$ cat src/design/discovery_pkg.sv
// Constants, carrier types and decode functions for the discovery register bank.
// Assumes a 32-bit AXI4-Lite slave port with 16-bit byte addresses.
package discovery_pkg;

    // Bus shape
    localparam int ADDR_W = 16;
    localparam int DATA_W = 32;

    // Register byte offsets
    localparam logic [15:0] OFF_PAGE_WALK_SLOT   = 16'h8e48;
    localparam logic [15:0] OFF_CONFIG_WALK_SLOT = 16'h8e4c;
    localparam logic [15:0] OFF_CACHE_INDEX_GEN  = 16'h8e50;
    localparam logic [15:0] OFF_TRANSLATION_SVC  = 16'h8e54;
    localparam logic [15:0] OFF_BUFFER_UNITS     = 16'h8e58;
    localparam logic [15:0] OFF_PERF_COUNTERS    = 16'h8e5c;
    localparam logic [15:0] OFF_PARTITION_WIDTH  = 16'h8e60;

    // Field widths, each field sits at bit 0
    localparam int PAGE_WALK_W   = 10;
    localparam int CONFIG_WALK_W = 3;
    localparam int CACHE_GEN_W   = 1;
    localparam int XLATE_SVC_W   = 4;
    localparam int BUF_UNITS_W   = 6;
    localparam int PERF_CNT_W    = 6;
    localparam int PART_WIDTH_W  = 4;

    // Default build values, also the reset values of the image
    localparam logic [9:0] PAGE_WALK_SLOTS_DEF   = 10'h200;
    localparam logic [2:0] CONFIG_WALK_SLOTS_DEF = 3'h4;
    localparam logic [0:0] CACHE_INDEX_GEN_DEF   = 1'h0;
    localparam logic [3:0] XLATE_SVC_DEF         = 4'h8;
    localparam logic [5:0] BUF_UNITS_DEF         = 6'h01;
    localparam logic [5:0] PERF_COUNTERS_DEF     = 6'h20;
    localparam logic [3:0] PART_WIDTH_DEF        = 4'h9;

    // Response codes
    localparam logic [1:0] RESP_OKAY   = 2'h0;
    localparam logic [1:0] RESP_DECERR = 2'h3;

    // Reset values of the bus handshake flops
    localparam logic READY_RST = 1'b1;
    localparam logic VALID_RST = 1'b0;

    // Held copy of every build value the bank reports
    typedef struct packed {
        logic [PAGE_WALK_W-1:0]   page_walk_slots;
        logic [CONFIG_WALK_W-1:0] config_walk_slots;
        logic [CACHE_GEN_W-1:0]   cache_index_gen;
        logic [XLATE_SVC_W-1:0]   translation_service;
        logic [BUF_UNITS_W-1:0]   buffer_unit_count;
        logic [PERF_CNT_W-1:0]    perf_counter_count;
        logic [PART_WIDTH_W-1:0]  partition_id_width;
    } disc_image_s;

    // One read answer
    typedef struct packed {
        logic [DATA_W-1:0] data;
        logic [1:0]        resp;
    } read_beat_s;

    // True when the word address hits one of the seven registers
    function automatic logic addr_mapped(input logic [ADDR_W-1:0] a);
        logic [13:0] w;
        w = a[15:2];
        addr_mapped = (w == OFF_PAGE_WALK_SLOT[15:2])   || (w == OFF_CONFIG_WALK_SLOT[15:2]) ||
                      (w == OFF_CACHE_INDEX_GEN[15:2])  || (w == OFF_TRANSLATION_SVC[15:2])  ||
                      (w == OFF_BUFFER_UNITS[15:2])     || (w == OFF_PERF_COUNTERS[15:2])    ||
                      (w == OFF_PARTITION_WIDTH[15:2]);
    endfunction : addr_mapped

    // Read word for an address; reserved bits and unmapped words read zero
    function automatic logic [DATA_W-1:0] read_word(input logic [ADDR_W-1:0] a, input disc_image_s img);
        logic [13:0] w;
        w = a[15:2];
        read_word = 32'h0;
        if (w == OFF_PAGE_WALK_SLOT[15:2]) begin
            read_word = {22'h0, img.page_walk_slots};
        end else if (w == OFF_CONFIG_WALK_SLOT[15:2]) begin
            read_word = {29'h0, img.config_walk_slots};
        end else if (w == OFF_CACHE_INDEX_GEN[15:2]) begin
            read_word = {31'h0, img.cache_index_gen};
        end else if (w == OFF_TRANSLATION_SVC[15:2]) begin
            read_word = {28'h0, img.translation_service};
        end else if (w == OFF_BUFFER_UNITS[15:2]) begin
            read_word = {26'h0, img.buffer_unit_count};
        end else if (w == OFF_PERF_COUNTERS[15:2]) begin
            read_word = {26'h0, img.perf_counter_count};
        end else if (w == OFF_PARTITION_WIDTH[15:2]) begin
            read_word = {28'h0, img.partition_id_width};
        end
    endfunction : read_word

endpackage : discovery_pkg

$ cat src/design/build_config_discovery_regs.sv
// Read-only bank of build configuration discovery registers on AXI4-Lite.
// Assumes one 100 MHz clock, asynchronous active-low reset, synchronous inputs.
//
// Summary of operation
// - Seven 32-bit registers, always present, never removed
// - Page-walk slots in bits 9:0, rest reserved
// - Config-walk slots in bits 2:0, rest reserved
// - Index generation mode in bit 0
// - Translation service value, 0x08E54, bits 3:0
// - Buffer unit count, 0x08E58, bits 5:0
// - Performance counter count, 0x08E5C, bits 5:0
// - Partition width register at 0x08E60 resets to build value
// - Every register resets to its build value
// - Partition width in bits 3:0, rest reserved
//
// The AXI4-Lite register port was decided locally.
`timescale 1ns/1ps
module build_config_discovery_regs #(
    parameter logic [9:0] page_walk_slots_param    = discovery_pkg::PAGE_WALK_SLOTS_DEF,
    parameter logic [2:0] config_walk_slots_param  = discovery_pkg::CONFIG_WALK_SLOTS_DEF,
    parameter logic [0:0] cache_index_gen_param    = discovery_pkg::CACHE_INDEX_GEN_DEF,
    parameter logic [3:0] translation_service_param = discovery_pkg::XLATE_SVC_DEF,
    parameter logic [5:0] buffer_unit_count_param  = discovery_pkg::BUF_UNITS_DEF,
    parameter logic [5:0] perf_counter_count_param = discovery_pkg::PERF_COUNTERS_DEF,
    parameter logic [3:0] partition_id_width_param = discovery_pkg::PART_WIDTH_DEF
) (
    // Clock, reset, enable
    input  wire logic                             clk,
    input  wire logic                             rst_n,
    input  wire logic                             ce,
    // Write address
    input  wire logic                             awvalid,
    output logic                                  awready,
    input  wire logic [discovery_pkg::ADDR_W-1:0] awaddr,
    // Write data
    input  wire logic                             wvalid,
    output logic                                  wready,
    // Write response
    output logic                                  bvalid,
    input  wire logic                             bready,
    output logic [1:0]                            bresp,
    // Read address
    input  wire logic                             arvalid,
    output logic                                  arready,
    input  wire logic [discovery_pkg::ADDR_W-1:0] araddr,
    // Read data
    output logic                                  rvalid,
    input  wire logic                             rready,
    output logic [discovery_pkg::DATA_W-1:0]      rdata,
    output logic [1:0]                            rresp
);

    // Read channel states
    typedef enum logic {
        rd_idle,
        rd_answer
    } read_state_e;

    logic                      rst_n_sync;
    read_state_e               rd_state;
    read_state_e               next_rd_state;
    discovery_pkg::disc_image_s image;
    discovery_pkg::read_beat_s beat;
    logic                      ar_take;
    logic                      r_done;
    logic                      ar_hit;

    // Reset release for the whole bank
    reset_sync u_reset_sync (
        .clk        (clk),
        .rst_n      (rst_n),
        .rst_n_sync (rst_n_sync)
    );

    // Writes reach no storage; the sink only completes the handshake
    axi_write_sink u_write_sink (
        .clk     (clk),
        .rst_n   (rst_n_sync),
        .ce      (ce),
        .awvalid (awvalid),
        .awready (awready),
        .awaddr  (awaddr),
        .wvalid  (wvalid),
        .wready  (wready),
        .bvalid  (bvalid),
        .bready  (bready),
        .bresp   (bresp)
    );

    // Build values gathered into the image layout; a constant, so the reset branch loads no signal
    localparam discovery_pkg::disc_image_s image_reset = '{
        page_walk_slots:     page_walk_slots_param,
        config_walk_slots:   config_walk_slots_param,
        cache_index_gen:     cache_index_gen_param,
        translation_service: translation_service_param,
        buffer_unit_count:   buffer_unit_count_param,
        perf_counter_count:  perf_counter_count_param,
        partition_id_width:  partition_id_width_param
    };

    // Image takes the build values at reset and is never written afterwards,
    // so it is constant for a given build
    always_ff @(posedge clk or negedge rst_n_sync) begin
        if (!rst_n_sync) begin
            image <= image_reset;
        end else if (ce) begin
            image <= image;
        end
    end

    // Read decode: word select, zero-filled reserved bits, error on a miss
    assign ar_take   = arvalid && arready;
    assign r_done    = rvalid && rready;
    assign ar_hit    = discovery_pkg::addr_mapped(araddr);
    assign beat.data = discovery_pkg::read_word(araddr, image);
    assign beat.resp = ar_hit ? discovery_pkg::RESP_OKAY : discovery_pkg::RESP_DECERR;

    // Read state sequence: one address, then its answer until taken
    always_comb begin
        next_rd_state = rd_state;
        case (rd_state)
            rd_idle: begin
                if (ar_take) begin
                    next_rd_state = rd_answer;
                end
            end
            rd_answer: begin
                if (r_done) begin
                    next_rd_state = rd_idle;
                end
            end
            default: begin
                next_rd_state = rd_idle;
            end
        endcase
    end

    // Read state register
    always_ff @(posedge clk or negedge rst_n_sync) begin
        if (!rst_n_sync) begin
            rd_state <= rd_idle;
        end else if (ce) begin
            rd_state <= next_rd_state;
        end
    end

    // Read handshake flops track the state so the outputs come from flops
    always_ff @(posedge clk or negedge rst_n_sync) begin
        if (!rst_n_sync) begin
            arready <= discovery_pkg::READY_RST;
            rvalid  <= discovery_pkg::VALID_RST;
        end else if (ce) begin
            arready <= (next_rd_state == rd_idle);
            rvalid  <= (next_rd_state == rd_answer);
        end
    end

    // Read payload captured with the address and held until taken
    always_ff @(posedge clk or negedge rst_n_sync) begin
        if (!rst_n_sync) begin
            rdata <= '0;
            rresp <= discovery_pkg::RESP_OKAY;
        end else if (ce && ar_take) begin
            rdata <= beat.data;
            rresp <= beat.resp;
        end
    end

endmodule : build_config_discovery_regs

$ cat src/design/reset_sync.sv
// Two-flop release synchroniser for the active-low reset.
// Assumes rst_n may assert at any time; release is taken on clk.
`timescale 1ns/1ps
module reset_sync (
    // Clock and raw reset
    input  wire logic clk,
    input  wire logic rst_n,
    // Synchronised reset
    output logic      rst_n_sync
);

    logic stage;

    // Assert at once, release after two edges; not gated by the clock enable
    always_ff @(posedge clk or negedge rst_n) begin
        if (!rst_n) begin
            stage      <= 1'b0;
            rst_n_sync <= 1'b0;
        end else begin
            stage      <= 1'b1;
            rst_n_sync <= stage;
        end
    end

endmodule : reset_sync

$ cat src/design/axi_write_sink.sv
// AXI4-Lite write channels for a read-only bank: takes address and data in
// either order, stores nothing, answers once both have arrived.
// Assumes the synchronised reset and a shared clock enable.
`timescale 1ns/1ps
module axi_write_sink (
    // Clock, reset, enable
    input  wire logic                             clk,
    input  wire logic                             rst_n,
    input  wire logic                             ce,
    // Write address
    input  wire logic                             awvalid,
    output logic                                  awready,
    input  wire logic [discovery_pkg::ADDR_W-1:0] awaddr,
    // Write data
    input  wire logic                             wvalid,
    output logic                                  wready,
    // Write response
    output logic                                  bvalid,
    input  wire logic                             bready,
    output logic [1:0]                            bresp
);

    logic [discovery_pkg::ADDR_W-1:0] held_addr;
    logic                             aw_take;
    logic                             w_take;
    logic                             both_in;
    logic                             b_done;

    // Handshake decode
    assign aw_take = awvalid && awready;
    assign w_take  = wvalid && wready;
    assign both_in = !awready && !wready && !bvalid;
    assign b_done  = bvalid && bready;

    // Address side: closes after capture, reopens after the response
    always_ff @(posedge clk or negedge rst_n) begin
        if (!rst_n) begin
            awready   <= discovery_pkg::READY_RST;
            held_addr <= '0;
        end else if (ce) begin
            if (aw_take) begin
                awready   <= 1'b0;
                held_addr <= awaddr;
            end else if (b_done) begin
                awready   <= 1'b1;
            end
        end
    end

    // Data side: the data beat is dropped, the bank holds nothing writable
    always_ff @(posedge clk or negedge rst_n) begin
        if (!rst_n) begin
            wready <= discovery_pkg::READY_RST;
        end else if (ce) begin
            if (w_take) begin
                wready <= 1'b0;
            end else if (b_done) begin
                wready <= 1'b1;
            end
        end
    end

    // Response: OKAY on a mapped word without side effect, DECERR elsewhere
    always_ff @(posedge clk or negedge rst_n) begin
        if (!rst_n) begin
            bvalid <= discovery_pkg::VALID_RST;
            bresp  <= discovery_pkg::RESP_OKAY;
        end else if (ce) begin
            if (both_in) begin
                bvalid <= 1'b1;
                bresp  <= discovery_pkg::addr_mapped(held_addr) ? discovery_pkg::RESP_OKAY
                                                                : discovery_pkg::RESP_DECERR;
            end else if (b_done) begin
                bvalid <= 1'b0;
            end
        end
    end

endmodule : axi_write_sink

$ cat config.mk
export PLATFORM = sky130hd
export DESIGN_NAME = build_config_discovery_regs
export DESIGN_NICKNAME = d
export VERILOG_FILES = /design/src/design/discovery_pkg.sv /design/src/design/build_config_discovery_regs.sv /design/src/design/reset_sync.sv /design/src/design/axi_write_sink.sv
export SDC_FILE = /design/constraint.sdc
export NUM_CORES = 1
export LEC_CHECK = 0
export BUFFER_PORTS_ARGS = -buffer_cell sky130_fd_sc_hd__clkbuf_2
export CORE_MARGIN = 2
export CORE_UTILIZATION = 35
export DETAILED_ROUTE_END_ITERATION = 8
export PLACE_DENSITY = 0.71
export SYNTH_ARGS = -nofsm -noshare
export SYNTH_HDL_FRONTEND = slang
export SYNTH_SLANG_ARGS = --single-unit
export TNS_END_PERCENT = 50
$ cat constraint.sdc
create_clock -name clk -period 2.4 [get_ports clk]
set_clock_uncertainty 0.15 [all_clocks]
set_input_delay 0.48 -clock clk [delete_from_list [all_inputs] [get_ports clk]]
set_output_delay 0.48 -clock clk [all_outputs]
set_load 0.02 [all_outputs]
### Yosys cells after proc, flatten, opt, wreduce, memory -nomap -nowiden

Index checks and enable logic that the tools add are counted.

| operators by class | value |
|---|---|
| add/sub/neg operators | 0 |
| $mul | 0 |
| divide/modulo/power cells | 0 |
| magnitude comparators | 0 |
| equal/unequal tests | 14 |
| shifts and indexed selects | 0 |
| muxes and demuxes | 17 |
| bitwise operators | 2 |
| reductions and logical operators | 31 |

Operators by type and width:

| kind | number |
|---|---|
| == test 14 bit, second input constant | 14 |
| 2-to-1 mux 32 bit | 2 |
| 2-to-1 mux 6 bit | 4 |
| logical OR 1 bit | 12 |
| AND reduction 2 bit | 5 |
| logical AND 1 bit | 8 |
| 2-to-1 mux 1 bit | 7 |
| nonzero test 2 bit | 3 |
| 2-to-1 mux 2 bit | 2 |
| 2-to-1 mux 4 bit | 1 |
| logical NOT 1 bit | 3 |
| inverter 1 bit | 2 |
| case mux 1 bit (2 select lines) | 1 |

| storage, ports and cells | value |
|---|---|
| bits in registers | 59 |
| latch bits | 0 |
| memory bits (writable) | 0 |
| memory bits (read-only) | 0 |
| bits of input ports | 40 |
| output and inout port bits | 41 |
| memories | 0 |

### Longest topological paths before layout

Gate-level depths: netlist of the first run.

| logic depth | value |
|---|---|
| depth after elaboration | 8 |
| gate-level depth with buffers | 5 |
| depth with buffers taken out | 3 |

### Modules after synthesis

Synthesis of the first run repeated with hierarchy kept, for this count alone.

| second synthesis, totals | value |
|---|---|
| cell total of the unflattened synthesis | 125 |
| area, all modules | 1458.9 sq um |

Modules (own cells, without submodules):

| module | instances | cells each | area an instance (sq um) | sequential area each (sq um) |
|---|---|---|---|---|
| axi_write_sink | 1 | 51 | 752.0 | 452.9 |
| build_config_discovery_regs | 1 | 71 | 653.1 | 201.4 |
| reset_sync | 1 | 3 | 53.8 | 50.0 |

### Worst setup path after synthesis of the first run

Ideal clock, no wire load.

| timing | value |
|---|---|
| kind | register to register |
| start point | register u_write_sink.awready |
| end point | register u_write_sink.held_addr[10] (netlist name) |
| setup time | 125 ps |
| data arrival time | 1264 ps |
| path slack | 862 ps |
| cell stages (with the launch flop) | 4 |
| buffers on the path | 1 |
| clock period less this slack | 1538 ps |
| path through | dfstp_2 -> nand3_1 -> buf_2 -> mux2_2 |

| between the ends | value |
|---|---|
| longest elaborated chain between the ends | 2 |

RTL lines:

| item | line | source |
|---|---|---|
| from (decl) | axi_write_sink.sv:12 | `output logic awready,` |
| from (signal assigned) | axi_write_sink.sv:38 | `awready <= discovery_pkg::READY_RST;` |
| logical AND 1 bit | axi_write_sink.sv:30 | `assign aw_take = awvalid && awready;` |
| AND reduction 2 bit (no source line) | - |  |
| to (signal assigned) | axi_write_sink.sv:43 | `held_addr <= awaddr;` |
| to (decl) | axi_write_sink.sv:23 | `logic [discovery_pkg::ADDR_W-1:0] held_addr;` |

No other way between the ends.
A chain may end at the register's enable or synchronous reset.

### Worst setup path after layout of the first run

| timing | value |
|---|---|
| start point | register u_write_sink.held_addr[7] (netlist name) |
| end point | register u_write_sink.bresp[0] |

| between the ends | value |
|---|---|
| longest elaborated chain between the ends | 8 |
| elaborated cells on any way between the ends | 14 |
| those cells by class | eq/ne: 7; mux: 1; reduce/logical: 6 |

RTL lines:

| item | line | source |
|---|---|---|
| == test 14 bit | discovery_pkg.sv:65 | `addr_mapped = (w == OFF_PAGE_WALK_SLOT[15:2]) \|\| (w == OFF_CONFIG_WALK_SLOT[15:2]) \|\|` |
| logical OR 1 bit (2 in a row) | discovery_pkg.sv:65 |  |
| logical OR 1 bit (2 in a row) | discovery_pkg.sv:66 | `(w == OFF_CACHE_INDEX_GEN[15:2]) \|\| (w == OFF_TRANSLATION_SVC[15:2]) \|\|` |
| logical OR 1 bit | discovery_pkg.sv:67 | `(w == OFF_BUFFER_UNITS[15:2]) \|\| (w == OFF_PERF_COUNTERS[15:2]) \|\|` |
| logical OR 1 bit (*) | discovery_pkg.sv:67 |  |
| 2-to-1 mux 2 bit (*) | axi_write_sink.sv:71 | `bresp <= discovery_pkg::addr_mapped(held_addr) ? discovery_pkg::RESP_OKAY` |
| to (signal assigned) | axi_write_sink.sv:67 | `bresp <= discovery_pkg::RESP_OKAY;` |
| to (signal assigned) | axi_write_sink.sv:71 |  |
| to (decl) | axi_write_sink.sv:20 | `output logic [1:0] bresp` |

Mark *: on every way between the ends. The rest lies on a longest branch, timed or not.

==> impl_metrics.json, run 1 <==
{
  "synthFlopType": "dfrtp_1",
  "wl_per_cell_um": 10.9,
  "ys_seq_area_share_pct": 48.4,
  "period_share_pct": 69.0,
  "maxSlewHeadroom_pct": 64.9,
  "slowest_stage": "or4b_1",
  "ant_nets": 0,
  "h-tree-depth": 1,
  "ys_seq_elements": 28,
  "layout-drive-gt1-share_pct": 46.6,
  "path_cells": "or4b_1 -> nor4_1 -> a31oi_1",
  "cp.buffers_inverters": 0,
  "gp_congestion": 0.729,
  "worstPathMaxFanout": 2,
  "place_hpwl_um": 1970,
  "routedLengthMet1_um": 1070,
  "cts_buffers": 3,
  "highest_layer": "met4",
  "critPathRequiredTime_ps": 2380,
  "synth_top_area_share_pct": 43.0,
  "setup_viol_count_final": 0,
  "worstSetupStartpointType": "flop",
  "critPathTopFamily": "simple AND/OR/NAND/NOR gates",
  "fin_ws_ps": 745,
  "rows": 23,
  "outcome": "finished clean",
  "grt_pass1_wl_um": 3750,
  "fillers": 404,
  "reg2regPathDepth": 3,
  "synth_area_leaders": "dfrtp_1 (43%), buf_4 (15%), mux2_2 (12%)",
  "ctsRootBufferMaster": "clkbuf_8",
  "yosysTopAreaCell": "dfrtp_1",
  "synth_cells": 126,
  "hp-class": "reg2async",
  "min_period_ps": 1660,
  "finalHoldViolations": 0,
  "worstSetupEndpointType": "flop",
  "worst_ep_arrival_time_ps": 1640,
  "rsz0062_at_grt": "no",
  "first_global_vias": 862,
  "overflow": 0,
  "ir_drop_uv": 432,
  "viasPerCell": 4.42,
  "track_usage_pct": 10.9,
  "vias": 998,
  "synth-edff-count": 0,
  "drv_cap": 0,
  "dieWidth_um": 68.5,
  "async_flop_share_pct": 100,
  "syn2layout_area_growth_pct": 17.3,
  "syn_area_per_cell_um2": 11.5,
  "dp_slack_ps": 609,
  "max_freq_mhz": 604,
  "slew_violations": 0,
  "met2WireLength_um": 1190,
  "cts_tree": "done",
  "r2r_slack_ps": 740,
  "dieArea_um2": 4690,
  "pin_count": 81,
  "wl_um": 2460,
  "cts_sinks": 28,
  "core-area_um2": 4000,
  "start_util_pct": 36.4,
  "initialDrtViolationCount": 13,
  "p_leak_uw": 0.000859,
  "cpPeakStageDelay_ps": 520,
  "path_clk_slew_ps": 90,
  "cp_num_cells": 3,
  "critical_path_class": "reg2reg",
  "io_buffers": 49,
  "dr.pass1.iters": 4,
  "synth_cell_types": 32,
  "drc_errors": 0,
  "hold_ws_ps": 65.6,
  "syn_area_um2": 1460,
  "antenna_found_initial": 0,
  "tns_ps": 0,
  "die_y_um": 68.5,
  "wl_met3_um": 148,
  "p_per_area_nw_per_um2": 874,
  "grt_max_degree": 16,
  "fin_nets": 217,
  "clockBufferDepth": 2,
  "clkLatencyLatePin_ps": 270,
  "yosys_warnings": 0,
  "postCtsSetupRepairBufs": 0,
  "antenna_cells": 0,
  "tightestPinTransition_ps": 520
}
repair_timing:
action / in CTS / in global routing
hold endpoints to repair: 2 / 0
hold buffers: 1 / 0
resized for setup: 0 / 0
logic make-up after synthesis:
kind of cell           count (synthesis)  share of synthesized area (%)
and+or+nand+nor                       27                           12.1
DFF                                   28                           48.4
muxes                                 17                           13.1
other                                  2                          0.516
AOI/OAI and AO/OA                     18                           9.29
buffers and inverters                 34                           16.6
cell usage after synthesis, drive strengths merged (3+ instances only):
cell type and count:
buf 31, dfrtp 25, mux2 16, nand2 9
a31oi 5, o41ai 5, dfstp 3, nor4b 3
o21ai 3
power by group:
group | total, uW | switching [uW] | internal (uW)
registers | 765 | 109 | 656
logic | 444 | 228 | 216
clock network | 283 | 136 | 147
total | 1490 | 473 | 1020
worst register-to-register path: stages, from the launching register on:
cell	delay (ps)
dfrtp_1	380
or4b_1	520
nor4_1	330
a31oi_1	130
per-layer routing:
layer,up-vias,track usage [%]
met5,-,0
met4,0,5.25
met3,5,1.97
met2,41,16.8
met1,459,14.6
li1,493,-
layout make-up:
| type | count | area [um2] | share of cell area (%) |
|---|---|---|---|
| flip-flops and latches | 28 | 704 | 41.3 |
| multi-input cells | 90 | 607 | 35.6 |
| well taps | 50 | 62.6 | 3.67 |
| inverters | 2 | 7.51 | 0.440 |
| repair buffers | 52 | 270 | 15.8 |
| clock buffers | 4 | 55.1 | 3.23 |
flip-flops by register name, summed over array words and instances (netlist names):
register / flops
u_write_sink.held_addr: 14
rvalid: 1
u_write_sink.bresp: 1
u_write_sink.awready: 1
rdata: 5
rresp: 1
u_reset_sync.rst_n_sync: 1
u_reset_sync.stage: 1
u_write_sink.wready: 1
u_write_sink.bvalid: 1
arready: 1
stage by stage:
step | power (uW) | area (um2) | instances | utilization, %
floorplan | 1120 | 1550 | 152 | -
global placement | 1210 | 1640 | 221 | 41.0
detailed placement | 1230 | 1640 | 221 | 41.0
CTS | 1520 | 1710 | 226 | 42.7
global route | 1610 | 1710 | 226 | 42.7
finish | 1490 | 1710 | 226 | 42.7
final timing paths:
check | from | endpoint
max | u_write_sink.held_addr[7]$_DFFE_PN0P_ | u_write_sink.bresp[0]$_DFFE_PN0P_
min | u_reset_sync.rst_n_sync$_DFF_PN0_ | rdata[5]$_DFFE_PN0P_
max in group asynchronous | u_reset_sync.rst_n_sync$_DFF_PN0_ | u_write_sink.held_addr[4]$_DFFE_PN0P_
min in group clk | wvalid | u_write_sink.wready$_DFFE_PN1P_
min reg2reg | u_reset_sync.rst_n_sync$_DFF_PN0_ | rdata[5]$_DFFE_PN0P_
max reg2reg | u_write_sink.held_addr[7]$_DFFE_PN0P_ | u_write_sink.bresp[0]$_DFFE_PN0P_
cell usage in the layout, fill, tap and decap left out:
| master | instances |
|---|---|
| and3_1 | 1 |
| o21ai_0 | 3 |
| o41ai_1 | 4 |
| mux2i_1 | 1 |
| o21ba_2 | 1 |
| dfrtp_1 | 25 |
| nand2b_1 | 2 |
| inv_1 | 2 |
| nand2_1 | 9 |
| mux2_2 | 16 |
| conb_1 | 28 |
| buf_4 | 2 |
| nand3_1 | 2 |
| nor4b_2 | 1 |
| nor4_1 | 1 |
| nor2_1 | 2 |
| clkbuf_2 | 49 |
| o22a_2 | 1 |
| o41ai_2 | 1 |
| or4b_2 | 1 |
| dlygate4sd3_1 | 1 |
| nand4b_1 | 1 |
| dfstp_2 | 3 |
| clkbuf_8 | 4 |
| or4b_1 | 1 |
| and4bb_2 | 1 |
| or2_2 | 1 |
| a31oi_1 | 5 |
| a21oi_1 | 2 |
| a21o_1 | 1 |
| nor4b_1 | 2 |
| or2b_1 | 1 |
| nand4_2 | 1 |
Note: power is estimated with default switching activity, not from simulation.
==> run 2, diff against run 1 <==
--- a/config.mk
+++ b/config.mk
@@ -9,7 +9,7 @@
 export CORE_MARGIN = 2
 export CORE_UTILIZATION = 35
 export DETAILED_ROUTE_END_ITERATION = 8
-export PLACE_DENSITY = 0.71
+export PLACE_DENSITY = 0.73
 export SYNTH_ARGS = -nofsm -noshare
 export SYNTH_HDL_FRONTEND = slang
 export SYNTH_SLANG_ARGS = --single-unit
==> constraint.sdc (replaced) <==
create_clock -name clk -period 1.34 [get_ports clk]
set_clock_uncertainty 0.15 [all_clocks]
set_input_delay 0.268 -clock clk [delete_from_list [all_inputs] [get_ports clk]]
set_output_delay 0.268 -clock clk [all_outputs]
set_load 0.02 [all_outputs]
==> impl_metrics.json, run 2 (same netlist as run 1, synthesis figures left out) <==
{
  "outcome": "complete, but fails checks",
  "violations": "negative setup slack",
  "io_buffers": 49,
  "path_clk_slew_ps": 90,
  "p_leak_uw": 0.00101,
  "fin_nets": 235,
  "top_regs": "u_write_sink.held_addr x14, rdata x5",
  "core-area_um2": 4000,
  "cts_tree": "done",
  "final_common_cell": "clkbuf_2",
  "initialDrtViolationCount": 21,
  "cts_sinks": 28,
  "h-tree-depth": 1,
  "largest_reg_flops": 14,
  "worstSetupEndpointType": "output pin",
  "final_cell_mix": "clkbuf_2 (45), conb_1 (28), dfrtp_1 (25)",
  "wl_per_cell_um": 12.5,
  "finalHoldViolations": 0,
  "min-delay-start": "wvalid",
  "worstSetupStartpointType": "flop",
  "pin_count": 81,
  "design_area_um2": 2000,
  "drv_cap": 0,
  "p_per_area_nw_per_um2": 1630,
  "antenna_cells": 0,
  "hp-class": "in2reg",
  "fin_ws_ps": -109,
  "switching_power_uw": 1040,
  "clockBufferDepth": 2,
  "grt_pass1_wl_um": 4420,
  "dieWidth_um": 68.5,
  "critPathRequiredTime_ps": 920,
  "vias": 1121,
  "gp_congestion": 0.711,
  "clkLatencyLatePin_ps": 270,
  "p_int_uw": 2210,
  "cts_buffers": 3,
  "syn2layout_area_growth_pct": 37.3,
  "die_y_um": 68.5,
  "slew_violations": 0,
  "critical_path_class": "reg2out",
  "pwr-share-comb_pct": 42.0,
  "max_freq_mhz": 690,
  "rows": 23,
  "worstPathMaxFanout": 4,
  "ctsRootBufferMaster": "clkbuf_8",
  "regMostFlops": "u_write_sink.held_addr",
  "p_clk_share_pct": 15.6,
  "worstReg2RegStart": "u_write_sink.held_addr[7]$_DFFE_PN0P_",
  "wl_um": 3040,
  "dr.pass1.iters": 4,
  "rsz0062_at_grt": "yes",
  "track_usage_pct": 12.7,
  "setup.worst_path.start": "u_write_sink.awready$_DFFE_PN1P_",
  "overflow": 0,
  "place_inst": 232,
  "ir_drop_uv": 761,
  "postPlaceCellArea_um2": 1740,
  "ant_nets": 0,
  "first_global_vias": 982,
  "place_hpwl_um": 2210,
  "dieArea_um2": 4690,
  "min_period_ps": 1450,
  "period_share_pct": 108,
  "layout-drive-gt1-share_pct": 58.2,
  "worst_ep_arrival_time_ps": 1030,
  "p_sw_share_pct": 32.1,
  "viasPerCell": 4.59,
  "instances_no_fill": 244,
  "power_frac_seq_pct": 42.4,
  "drc_errors": 0,
  "setup_viol_count_final": 19,
  "utilization_pct": 50.0,
  "fillers": 361,
  "antenna_found_initial": 0,
  "start_util_pct": 36.4,
  "grt_max_degree": 19
}
-- run 2: cell count changes in the layout (fill, tap and decap cells not counted), moves of 3 or more --
cell / before / now
clkbuf_2: 49 / 45
buf_6: 0 / 5
o41ai_2: 1 / 5
buf_8: 0 / 3
buf_4: 2 / 15
o41ai_1: 4 / 0
-- run 2: path summary, 6_finish.rpt --
check | slack [ps] | cells after the start | to
hold / removal | 10 | 2 | u_write_sink.wready$_DFFE_PN1P_
max in group asynchronous | 710 | 1 | u_write_sink.wready$_DFFE_PN1P_
setup reg to reg | -100 | 3 | u_write_sink.bresp[0]$_DFFE_PN0P_
hold reg to reg | 20 | 1 | rdata[0]$_DFFE_PN0P_
min in group asynchronous | 20 | 1 | rdata[0]$_DFFE_PN0P_
setup / recovery | -110 | 2 | awready
-- run 2: cell type report --
type / count / area (um2) / area share, %
repair buffers: 69 / 449 / 22.5
flip-flops and latches: 28 / 704 / 35.3
multi-input cells: 91 / 719 / 36.0
inverters: 2 / 7.51 / 0.376
clock buffers: 4 / 55.1 / 2.76
well taps: 50 / 62.6 / 3.13
-- run 2: power groups by stage --
stage | Combinational (uW) | Clock, uW | Sequential [uW]
global placement | 968 | 0 | 1360
CTS | 1270 | 523 | 1370
floorplan | 592 | 0 | 1460
detailed placement | 997 | 0 | 1380
finish | 1370 | 507 | 1380
global route | 1480 | 560 | 1420
-- run 2: per-layer routing --
layer	track usage [%]	wire [um]
met1	16.0	1190
met2	22.0	1660
met3	1.48	163
met4	5.25	27
met5	0	0
-- run 2: per-stage QoR --
| step | total power (uW) | hold WS (ps) | setup WS (ps) | setup TNS, ps |
|---|---|---|---|---|
| floorplan | 2050 | -178 | -123 | -1350 |
| global placement | 2330 | -95.3 | -199 | -1020 |
| detailed placement | 2370 | -92.4 | -236 | -1370 |
| CTS | 3160 | 4.20 | -200 | -940 |
| global route | 3460 | 12.4 | -142 | -1490 |
| finish | 3250 | 9.79 | -109 | -696 |
-- run 2: timing repair --
item / CTS / global route
pin swaps: 0 / 6
endpoints found under the hold margin: 2 / 0
setup buffers: 4 / 2
cloned: 1 / 0
hold buffers: 1 / 0
endpoints found under the setup margin: 22 / 25
resized for setup: 21 / 12
-- run 2: worst max-delay path, cell delays in order (launching register included) --
cell,delay (ps)
dfstp_2,550
buf_6,110
buf_8,100
